$ cat src/verilog/lmc_map.svh
/*
 * Register offsets, field widths, reset values and bus constants of the line
 * interface mode and configuration mux. Assumes a 32-bit APB with byte addresses.
 */
// Notes on behaviour
// RL1 - Strap high: config from pins, status on pins.
// RL2 - Strap mode blocks every register access.
// RL3 - Strap low: config and status via registers.
// RL4 - Processor mode reuses pins as register bus.
// RL5 - Interrupt when flagged event is enabled.
// RL6 - Every strap pin has a matching register bit.
// RL7 - All register bits are active high.
// RL8 - Loss pin active low, status bit high.
// RL9 - Live inputs: pin OR register bit.
// RL10 - Float driver on low pin or bit.
// RL11 - Transmit, receive, global pins live always; the global pins here are read in strap mode only.
// RL12 - Strap-only pins honoured in strap mode.
// RL13 - Bus pins and interrupt only processor mode.
// RL14 - System supplies three accurate reference clocks.
// RL15 - Per-port pins and bits replicated four times.
// RL16 - Floating keeps transmitter running, driver off.
// RL17 - Both jitter requests: attenuator on transmit.
// RL18 - Board holds mode strap static.
// RL19 - Strap mode: bus ignored, data undriven; the code answers with PSLVERR_O and drives PRDATA_O to zero.
`ifndef LMC_MAP_SVH
`define LMC_MAP_SVH
`define LMC_ADDR_W 8
`define LMC_DATA_W 32
`define LMC_OFS_GLOBAL 8'h00
`define LMC_OFS_LIVE 8'h04
`define LMC_OFS_EVENT 8'h08
`define LMC_OFS_MASK 8'h0C
`define LMC_OFS_PORT0 8'h10
`define LMC_PORT_STRIDE 8'h04
`define LMC_PORT_CFG_W 10
`define LMC_GLB_W 4
`define LMC_RST_PORT_CFG 10'h000
`define LMC_RST_GLB 4'h0
`define LMC_RST_MASK 8'h00
`define LMC_RST_RDATA 32'h00000000
`endif

$ cat src/verilog/lmc_pkg.sv
/*
 * Types shared by the mode and configuration mux modules.
 * Assumes the constants of lmc_map.svh for widths.
 */
package lmc_pkg;
    typedef enum logic {LMC_MODE_PROC, LMC_MODE_STRAP} lmc_mode_t;

    // Per-port configuration word, bit 0 at the bottom of the list.
    typedef struct packed {
        logic tx_float;
        logic sonet_rate_select;
        logic e3_rate_select;
        logic far_loop_select;
        logic near_loop_select;
        logic rx_jitter_atten_on;
        logic tx_jitter_atten_on;
        logic tx_cable_shaping;
        logic tx_source_sel_b;
        logic tx_source_sel_a;
    } lmc_cfg_t;

    typedef struct packed {
        logic tx_clock_invert;
        logic rx_clock_invert;
        logic tx_binary_iface;
        logic rx_binary_iface;
    } lmc_glb_t;
endpackage : lmc_pkg

$ cat src/verilog/lmc_port_merge.sv
/*
 * Combinational merge of strap pins and register bits for one line port.
 * Assumes the mode input is already registered and static in operation.
 */
`timescale 1ns/1ps
module lmc_port_merge
    import lmc_pkg::*;
(
    input wire lmc_mode_t mode_i,
    input wire lmc_cfg_t pin_i,
    input wire logic tx_line_float_n_i,
    input wire lmc_cfg_t reg_i,
    output lmc_cfg_t eff_o,
    output logic drv_en_o
);
    lmc_cfg_t sel;

    always_comb
    begin
        sel = (mode_i == LMC_MODE_STRAP) ? pin_i : reg_i; // RL1 RL3 RL12 RL6
        eff_o = sel;
        // The float pin stays live in both modes; processor mode ORs in the register bit.
        eff_o.tx_float = !tx_line_float_n_i || (mode_i == LMC_MODE_PROC && reg_i.tx_float); // RL9 RL10 RL11
        // Transmit placement wins when both paths ask for the attenuator.
        eff_o.rx_jitter_atten_on = sel.rx_jitter_atten_on && !sel.tx_jitter_atten_on; // RL17
        drv_en_o = !eff_o.tx_float; // RL16
    end
endmodule : lmc_port_merge

$ cat src/verilog/lmc_irq_ctrl.sv
/*
 * Sticky event flags, write-one-to-clear, with a mask and a level interrupt.
 * Assumes the loss and fault levels are synchronous to the core clock.
 */
`timescale 1ns/1ps
`include "lmc_map.svh"
module lmc_irq_ctrl
    import lmc_pkg::*;
#(
    parameter int PORTS = 4
)
(
    input wire logic clk_i,
    input wire logic rst_b_i,
    input wire lmc_mode_t mode_i,
    input wire logic [2*PORTS-1:0] level_i,
    input wire logic clr_we_i,
    input wire logic mask_we_i,
    input wire logic [2*PORTS-1:0] wdata_i,
    output logic [2*PORTS-1:0] status_o,
    output logic [2*PORTS-1:0] mask_o,
    output logic irq_o
);
    typedef struct packed {
        logic [2*PORTS-1:0] prev;
        logic [2*PORTS-1:0] status;
        logic [2*PORTS-1:0] mask;
        logic irq;
    } lmc_irq_state_t;

    lmc_irq_state_t s;
    lmc_irq_state_t next_s;
    logic [2*PORTS-1:0] rise;

    always_comb
    begin
        rise = level_i & ~s.prev;
        next_s = s;
        next_s.prev = level_i;
        // A new event in the clearing cycle keeps its flag set.
        next_s.status = (s.status & ~(clr_we_i ? wdata_i : '0)) | rise; // RL7
        if (mask_we_i)
        begin
            next_s.mask = wdata_i;
        end
        next_s.irq = (mode_i == LMC_MODE_PROC) && |(next_s.status & next_s.mask); // RL5 RL13
        if (!rst_b_i)
        begin
            next_s = '0;
            next_s.mask = (2*PORTS)'(`LMC_RST_MASK);
        end
    end

    always_ff @(posedge clk_i)
    begin
        s <= next_s;
    end

    assign status_o = s.status;
    assign mask_o = s.mask;
    assign irq_o = s.irq;
endmodule : lmc_irq_ctrl

$ cat src/verilog/lmc_mode_mux.sv
/*
 * Mode selection and configuration source mux for a multi-port line interface.
 * Holds the APB register file, merges pins and register bits per port, and
 * drives the effective settings and status pins. Assumes all inputs are
 * synchronous to CORE_CLK_I and that the mode strap is wired static.
 */
`timescale 1ns/1ps
`include "lmc_map.svh"
module lmc_mode_mux
    import lmc_pkg::*;
#(
    parameter int PORTS = 4
)
(
    input wire logic CORE_CLK_I,
    input wire logic RST_B_I,
    input wire logic STRAP_MODE_SELECT_I,
    input wire logic PSEL_I,
    input wire logic PENABLE_I,
    input wire logic PWRITE_I,
    input wire logic [`LMC_ADDR_W-1:0] PADDR_I,
    input wire logic [`LMC_DATA_W-1:0] PWDATA_I,
    output logic [`LMC_DATA_W-1:0] PRDATA_O,
    output logic PREADY_O,
    output logic PSLVERR_O,
    input wire logic [PORTS-1:0] TX_SOURCE_SEL_A_I,
    input wire logic [PORTS-1:0] TX_SOURCE_SEL_B_I,
    input wire logic [PORTS-1:0] TX_CABLE_SHAPING_I,
    input wire logic [PORTS-1:0] TX_JITTER_ATTEN_ON_I,
    input wire logic [PORTS-1:0] RX_JITTER_ATTEN_ON_I,
    input wire logic [PORTS-1:0] NEAR_LOOP_SELECT_I,
    input wire logic [PORTS-1:0] FAR_LOOP_SELECT_I,
    input wire logic [PORTS-1:0] E3_RATE_SELECT_I,
    input wire logic [PORTS-1:0] SONET_RATE_SELECT_I,
    input wire logic [PORTS-1:0] TX_LINE_FLOAT_N_I,
    input wire logic RX_BINARY_IFACE_I,
    input wire logic TX_BINARY_IFACE_I,
    input wire logic RX_CLOCK_INVERT_I,
    input wire logic TX_CLOCK_INVERT_I,
    input wire logic [PORTS-1:0] RX_SIGNAL_LOSS_I,
    input wire logic [PORTS-1:0] TX_DRIVER_FAULT_I,
    output logic [PORTS-1:0] TX_SOURCE_SEL_A_O,
    output logic [PORTS-1:0] TX_SOURCE_SEL_B_O,
    output logic [PORTS-1:0] TX_CABLE_SHAPING_O,
    output logic [PORTS-1:0] TX_JITTER_ATTEN_ON_O,
    output logic [PORTS-1:0] RX_JITTER_ATTEN_ON_O,
    output logic [PORTS-1:0] NEAR_LOOP_SELECT_O,
    output logic [PORTS-1:0] FAR_LOOP_SELECT_O,
    output logic [PORTS-1:0] E3_RATE_SELECT_O,
    output logic [PORTS-1:0] SONET_RATE_SELECT_O,
    output logic [PORTS-1:0] TX_DRIVER_EN_O,
    output logic RX_BINARY_IFACE_O,
    output logic TX_BINARY_IFACE_O,
    output logic RX_CLOCK_INVERT_O,
    output logic TX_CLOCK_INVERT_O,
    output logic [PORTS-1:0] RX_SIGNAL_LOSS_N_O,
    output logic [PORTS-1:0] TX_MONITOR_N_O,
    output logic [PORTS-1:0] TX_MONITOR_OE_O,
    output logic IRQ_O
);
    typedef struct packed {
        lmc_mode_t mode;
        lmc_glb_t glb;
        lmc_glb_t glb_eff;
        lmc_cfg_t [PORTS-1:0] cfg;
        lmc_cfg_t [PORTS-1:0] eff;
        logic [PORTS-1:0] drv_en;
        logic [PORTS-1:0] loss_n;
        logic [PORTS-1:0] fault;
        logic [`LMC_DATA_W-1:0] rdata;
        logic err;
    } lmc_top_state_t;

    lmc_top_state_t s;
    lmc_top_state_t next_s;
    lmc_cfg_t [PORTS-1:0] eff_c;
    logic [PORTS-1:0] drv_en_c;
    logic [2*PORTS-1:0] status;
    logic [2*PORTS-1:0] mask;
    logic setup;
    logic access;
    logic wr_ok;
    logic clr_we;
    logic mask_we;
    logic irq;

    assign setup = PSEL_I && !PENABLE_I;
    assign access = PSEL_I && PENABLE_I;
    // Writes land only in processor mode; strap mode keeps the register file sealed.
    assign wr_ok = access && PWRITE_I && s.mode == LMC_MODE_PROC; // RL2 RL19
    assign clr_we = wr_ok && PADDR_I == `LMC_OFS_EVENT;
    assign mask_we = wr_ok && PADDR_I == `LMC_OFS_MASK;

    genvar gi;
    generate
        for (gi = 0; gi < PORTS; gi++)
        begin : g_port
            lmc_cfg_t pin;
            always_comb
            begin
                pin = '0;
                pin.tx_source_sel_a = TX_SOURCE_SEL_A_I[gi];
                pin.tx_source_sel_b = TX_SOURCE_SEL_B_I[gi];
                pin.tx_cable_shaping = TX_CABLE_SHAPING_I[gi];
                pin.tx_jitter_atten_on = TX_JITTER_ATTEN_ON_I[gi];
                pin.rx_jitter_atten_on = RX_JITTER_ATTEN_ON_I[gi];
                pin.near_loop_select = NEAR_LOOP_SELECT_I[gi];
                pin.far_loop_select = FAR_LOOP_SELECT_I[gi];
                pin.e3_rate_select = E3_RATE_SELECT_I[gi];
                pin.sonet_rate_select = SONET_RATE_SELECT_I[gi];
            end

            lmc_port_merge u_merge (
                .mode_i(s.mode),
                .pin_i(pin),
                .tx_line_float_n_i(TX_LINE_FLOAT_N_I[gi]),
                .reg_i(s.cfg[gi]),
                .eff_o(eff_c[gi]),
                .drv_en_o(drv_en_c[gi])
            ); // RL15

            assign TX_SOURCE_SEL_A_O[gi] = s.eff[gi].tx_source_sel_a;
            assign TX_SOURCE_SEL_B_O[gi] = s.eff[gi].tx_source_sel_b;
            assign TX_CABLE_SHAPING_O[gi] = s.eff[gi].tx_cable_shaping;
            assign TX_JITTER_ATTEN_ON_O[gi] = s.eff[gi].tx_jitter_atten_on;
            assign RX_JITTER_ATTEN_ON_O[gi] = s.eff[gi].rx_jitter_atten_on;
            assign NEAR_LOOP_SELECT_O[gi] = s.eff[gi].near_loop_select;
            assign FAR_LOOP_SELECT_O[gi] = s.eff[gi].far_loop_select;
            assign E3_RATE_SELECT_O[gi] = s.eff[gi].e3_rate_select;
            assign SONET_RATE_SELECT_O[gi] = s.eff[gi].sonet_rate_select;
        end
    endgenerate

    lmc_irq_ctrl #(
        .PORTS(PORTS)
    ) u_irq (
        .clk_i(CORE_CLK_I),
        .rst_b_i(RST_B_I),
        .mode_i(s.mode),
        .level_i({TX_DRIVER_FAULT_I, RX_SIGNAL_LOSS_I}),
        .clr_we_i(clr_we),
        .mask_we_i(mask_we),
        .wdata_i(PWDATA_I[2*PORTS-1:0]),
        .status_o(status),
        .mask_o(mask),
        .irq_o(irq)
    );

    always_comb
    begin
        next_s = s;
        // The strap is treated as static, so it is simply sampled every cycle.
        next_s.mode = STRAP_MODE_SELECT_I ? LMC_MODE_STRAP : LMC_MODE_PROC; // RL1 RL3 RL18
        next_s.eff = eff_c;
        next_s.drv_en = drv_en_c; // RL16
        next_s.loss_n = ~RX_SIGNAL_LOSS_I; // RL8 RL11
        next_s.fault = TX_DRIVER_FAULT_I; // RL11
        if (s.mode == LMC_MODE_STRAP)
        begin
            next_s.glb_eff.rx_binary_iface = RX_BINARY_IFACE_I; // RL12
            next_s.glb_eff.tx_binary_iface = TX_BINARY_IFACE_I;
            next_s.glb_eff.rx_clock_invert = RX_CLOCK_INVERT_I;
            next_s.glb_eff.tx_clock_invert = TX_CLOCK_INVERT_I;
        end
        else
        begin
            next_s.glb_eff = s.glb; // RL3 RL6
        end

        // Read data and the error answer are prepared in the setup cycle.
        if (setup)
        begin
            next_s.rdata = `LMC_RST_RDATA;
            next_s.err = 1'b0;
            if (s.mode == LMC_MODE_STRAP)
            begin
                next_s.err = 1'b1; // RL2 RL19
            end
            else if (PADDR_I == `LMC_OFS_GLOBAL)
            begin
                next_s.rdata[`LMC_GLB_W-1:0] = s.glb;
            end
            else if (PADDR_I == `LMC_OFS_LIVE)
            begin
                next_s.rdata[2*PORTS-1:0] = {TX_DRIVER_FAULT_I, RX_SIGNAL_LOSS_I}; // RL7 RL8
            end
            else if (PADDR_I == `LMC_OFS_EVENT)
            begin
                next_s.rdata[2*PORTS-1:0] = status;
            end
            else if (PADDR_I == `LMC_OFS_MASK)
            begin
                next_s.rdata[2*PORTS-1:0] = mask;
            end
            else
            begin
                next_s.err = 1'b1;
                for (int i = 0; i < PORTS; i++)
                begin
                    if (PADDR_I == `LMC_ADDR_W'(`LMC_OFS_PORT0 + i * `LMC_PORT_STRIDE))
                    begin
                        next_s.rdata[`LMC_PORT_CFG_W-1:0] = s.cfg[i];
                        next_s.err = 1'b0;
                    end
                end
            end
        end

        if (wr_ok)
        begin
            if (PADDR_I == `LMC_OFS_GLOBAL)
            begin
                next_s.glb = PWDATA_I[`LMC_GLB_W-1:0]; // RL4 RL6
            end
            else
            begin
                for (int i = 0; i < PORTS; i++)
                begin
                    if (PADDR_I == `LMC_ADDR_W'(`LMC_OFS_PORT0 + i * `LMC_PORT_STRIDE))
                    begin
                        next_s.cfg[i] = PWDATA_I[`LMC_PORT_CFG_W-1:0]; // RL6 RL15
                    end
                end
            end
        end

        if (!RST_B_I)
        begin
            next_s = '0;
            next_s.mode = LMC_MODE_STRAP;
            next_s.glb = `LMC_RST_GLB;
            next_s.cfg = {PORTS{`LMC_RST_PORT_CFG}};
            next_s.loss_n = '1;
            next_s.rdata = `LMC_RST_RDATA;
        end
    end

    always_ff @(posedge CORE_CLK_I)
    begin
        s <= next_s;
    end

    assign PRDATA_O = s.rdata;
    assign PREADY_O = access;
    assign PSLVERR_O = access && s.err;
    assign TX_DRIVER_EN_O = s.drv_en;
    assign RX_BINARY_IFACE_O = s.glb_eff.rx_binary_iface;
    assign TX_BINARY_IFACE_O = s.glb_eff.tx_binary_iface;
    assign RX_CLOCK_INVERT_O = s.glb_eff.rx_clock_invert;
    assign TX_CLOCK_INVERT_O = s.glb_eff.tx_clock_invert;
    assign RX_SIGNAL_LOSS_N_O = s.loss_n;
    // Open-drain monitor pin: only ever pulls low, the board pulls it up.
    assign TX_MONITOR_N_O = '0;
    assign TX_MONITOR_OE_O = s.fault;
    assign IRQ_O = irq;
endmodule : lmc_mode_mux

$ cat config.mk
export PLATFORM = sky130hd
export DESIGN_NAME = lmc_mode_mux
export DESIGN_NICKNAME = d
export VERILOG_FILES = /design/src/verilog/lmc_pkg.sv /design/src/verilog/lmc_port_merge.sv /design/src/verilog/lmc_irq_ctrl.sv /design/src/verilog/lmc_mode_mux.sv
export VERILOG_INCLUDE_DIRS = /design/src /design/src/verilog
export SDC_FILE = /design/constraint.sdc
export NUM_CORES = 1
export LEC_CHECK = 0
export BUFFER_PORTS_ARGS = -buffer_cell sky130_fd_sc_hd__buf_4
export CAP_MARGIN = 20
export CORE_MARGIN = 5
export CORE_UTILIZATION = 45
export CTS_CLUSTER_DIAMETER = 40
export DETAILED_ROUTE_END_ITERATION = 16
export GPL_ROUTABILITY_DRIVEN = 0
export HOLD_SLACK_MARGIN = 0.15
export PLACE_DENSITY = 0.72
export SLEW_MARGIN = 20
export SYNTH_ARGS = -nofsm -noshare
export SYNTH_HDL_FRONTEND = slang
export SYNTH_SLANG_ARGS = --single-unit
export TNS_END_PERCENT = 10
$ cat constraint.sdc
create_clock -name CORE_CLK_I -period 3.1 [get_ports CORE_CLK_I]
set_input_delay 0 -clock CORE_CLK_I [delete_from_list [all_inputs] [get_ports CORE_CLK_I]]
set_output_delay 0 -clock CORE_CLK_I [all_outputs]
set_load 0.005 [all_outputs]
==> results.sh <==
export IMPL_status="finished clean"
export IMPL_grt_use_total_pct=21.4
export IMPL_dpl_hpwl_microns=11400
export IMPL_ys_seq_area_share_pct=42.3
export IMPL_regArea_sq_um=2580
export IMPL_dr_first_iter_drc_count=482
export IMPL_grt_pass1_vias=5041
export IMPL_ir_drop_uv=311
export IMPL_syn_area_per_cell_sq_um=9.26
export IMPL_area_growth_pct=32.8
export IMPL_wl_microns=17400
export IMPL_grt_overflow=0
export IMPL_crit_path_max_fanout=16
export IMPL_reg2reg_to="u_irq.irq_o"
export IMPL_first_pass_iters=5
export IMPL_startpoint_type="input pin"
export IMPL_rrSetupSlack_ps=800
export IMPL_critPathCaptureType="flip-flop"
export IMPL_path_clk_slew_ps=60
export IMPL_min_period_ps=2420
export IMPL_yosysUniqueCellTypes=49
export IMPL_hp_start="PADDR_I[5]"
export IMPL_grt_pass1_wl_microns=26800
export IMPL_min_to="u_irq.status_o[6]"
export IMPL_synth_seq_cells=129
export IMPL_cp_required_ps=3410
export IMPL_preCtsSetupSlack_ps=811
export IMPL_setup_tns_ps=0
export IMPL_fillCellCount=1090
export IMPL_cts_sinks=129
export IMPL_drv_slew=0
export IMPL_cts_hold_fix_buffers=80
export IMPL_cts_tree="yes"
export IMPL_synth_warnings=0
export IMPL_antenna_found_initial=0
export IMPL_antenna_cells=0
export IMPL_min_path_cells=6
export IMPL_die_h_microns=127
export IMPL_syn_area_sq_um=6110
export IMPL_setup_viol=0
export IMPL_final_nets=907
export IMPL_tightest_slew_ps=755
export IMPL_power_density_nw_per_um2=510
export IMPL_drive_gt1_share_pct=22.0
export IMPL_reg2regPathDepth=6
export IMPL_leakage_nw=3.76
export IMPL_arrival_ps=2720
export IMPL_initial_core_util_pct=46.0
export IMPL_clock_latency_ps=420
export IMPL_fp_row_count=42
export IMPL_rsz0062_at_grt="no"
export IMPL_fp_dieW_microns=127
export IMPL_wl_per_cell_microns=17.5
export IMPL_grt_start_max_net_pins=87
export IMPL_max_freq_mhz=414
export IMPL_path_class="in -> reg"
export IMPL_synth_area_top_cells="dfxtp_1 (42%), mux2i_1 (12%), buf_4 (10%), nor2b_1 (9.3%), nand2_1 (2.9%)"
export IMPL_reg2reg_from="s[133]"
export IMPL_clk_path_buf_depth=2
export IMPL_fin_ws_ps=684
export IMPL_post_cts_buffers=0
export IMPL_clock_skew_ps=6.05
export IMPL_timing_hold_ws_ps=156
export IMPL_hold_viol=0
export IMPL_period_share_pct=77.9
export IMPL_ios=189
export IMPL_avgViaCountPerCell=5.11
export IMPL_cts_resized=0
export IMPL_coreArea_sq_um=13300
export IMPL_vias=5098
export IMPL_dieArea_sq_um=16000
export IMPL_drtAntennaViolNets=0
export IMPL_drt_drc_violations_left=0
export IMPL_final_core_util_pct=61.0
export IMPL_numPortBuffers=140
export IMPL_synth_top_area_cell="dfxtp_1"
export IMPL_synth_top_area_share_pct=42.3
export IMPL_slew_limit_headroom_pct=49.2
export IMPL_total_power_mw=4.14
export IMPL_cts_buffers=17
export IMPL_syn_instance_count=660
export IMPL_hp_class="in -> reg"
export IMPL_clockRootBuffer="clkbuf_16"
export IMPL_maxCapViolations=0
export IMPL_multi_input_area_sq_um=2810
export IMPL_htree_num_levels=4
cells by family (layout without fill, tap and decap cells):
kind of cell / after synthesis / after routing / synth area share (%)
flops: 129 / 129 / 42.3
other cells: 1 / 26 / 0.0614
mux: 80 / 80 / 13.7
buf+inv: 129 / 266 / 13.2
simple gates: 226 / 226 / 20.1
compound gates: 95 / 95 / 10.6
Yosys cell counts (all sizes together):
cell,number
a22o,5
conb,1
buf,89
and2,13
or3,2
o21ai,11
nand3b,9
inv,8
nand2,47
nor4,4
nand2b,4
mux2,2
nor4b,2
o2111a,1
nand4,1
o32a,3
a22oi,3
dfxtp,129
nor3b,1
clkinv,1
nand4b,1
nor3,2
a21boi,20
mux2i,76
o21bai,1
o32ai,4
o31ai,1
o22ai,3
nor2,37
nor2b,91
or4,2
and3,2
a32oi,3
nand3,6
a31oi,3
a21oi,28
and3b,1
a2bb2oi,4
clkbuf,31
or2,1
mux4,2
o21a,3
o22a,2
final cells by class:
type | instances | area share, %
repair buffers | 225 | 23.3
multi-input cells | 427 | 34.6
clock buffers | 27 | 6.20
inverters | 9 | 0.416
flip-flops and latches | 129 | 31.8
well taps | 176 | 2.71
clock inverters | 5 | 0.925
through the flow:
step | std cells | area [sq um]
5_1_grt | 998 | 8120
6_report | 998 | 8120
3_3_place_gp | 886 | 6740
4_1_cts | 998 | 8120
3_5_place_dp | 886 | 6740
2_1_floorplan | 685 | 6200
flip-flops by register name (all words and copies together), names as in the netlist:
name                  count
SONET_RATE_SELECT_O       4
E3_RATE_SELECT_O          4
PRDATA_O                 10
TX_BINARY_IFACE_O         1
TX_SOURCE_SEL_A_O         4
s                        46
FAR_LOOP_SELECT_O         4
TX_SOURCE_SEL_B_O         4
NEAR_LOOP_SELECT_O        4
u_irq.mask_o              8
RX_JITTER_ATTEN_ON_O      4
u_irq.status_o            8
TX_JITTER_ATTEN_ON_O      4
TX_CLOCK_INVERT_O         1
RX_BINARY_IFACE_O         1
RX_CLOCK_INVERT_O         1
u_irq.s                   8
RX_SIGNAL_LOSS_N_O        4
TX_CABLE_SHAPING_O        4
u_irq.irq_o               1
TX_DRIVER_EN_O            4
power breakdown:
part           total, mW  leakage [nW]  switching (mW)  internal [mW]
Clock               1.96         0.285           0.693           1.27
Sequential          1.73          1.05          0.0180           1.71
Combinational      0.453          2.42           0.201          0.252
worst max path at each step:
stage	slack, ps	to	startpoint
CTS	700	u_irq.irq_o	PADDR_I[4]
detailed placement	810	u_irq.irq_o	PADDR_I[4]
floorplan	970	u_irq.irq_o	s[133]
finish	680	u_irq.irq_o	PADDR_I[4]
global route	610	u_irq.irq_o	PADDR_I[4]
global placement	830	u_irq.irq_o	PADDR_I[4]
placed cells by master (no fill, tap or decap), types with 3 or more instances in the layout:
cell	instances
nand2_1	47
nor2b_1	91
dlygate4sd3_1	80
dfxtp_1	128
clkinv_2	3
o21ai_0	9
buf_4	145
mux2i_1	76
nor4_1	3
nand3b_1	9
a22oi_1	3
o32a_1	3
clkbuf_1	6
o32ai_1	4
a21boi_0	20
nand2b_1	4
nand3_1	6
a2bb2oi_1	4
and2_1	13
inv_1	8
clkbuf_8	4
a21oi_1	28
nor2_1	37
clkbuf_16	17
a22o_1	5
o22ai_1	3
o21a_1	3
a31oi_1	3
conb_1	26
a32oi_1	3
critical path: stages:
cell and delay (ps):
dlygate4sd3_1 530, buf_4 200, or4_4 570, or4_1 670, mux2_4 400, o21ai_2 70
o2111a_1 200, a31oi_1 80
per-layer routing:
metal | share of wire, % | up-vias | global-route usage, %
met5 | 0 | - | 0
met4 | 2.1 | 0 | 7.95
met3 | 7.5 | 29 | 5.67
met2 | 48 | 244 | 35.0
met1 | 42 | 2398 | 27.1
li1 | - | 2427 | -
Note: power is estimated with default switching activity, not from simulation.
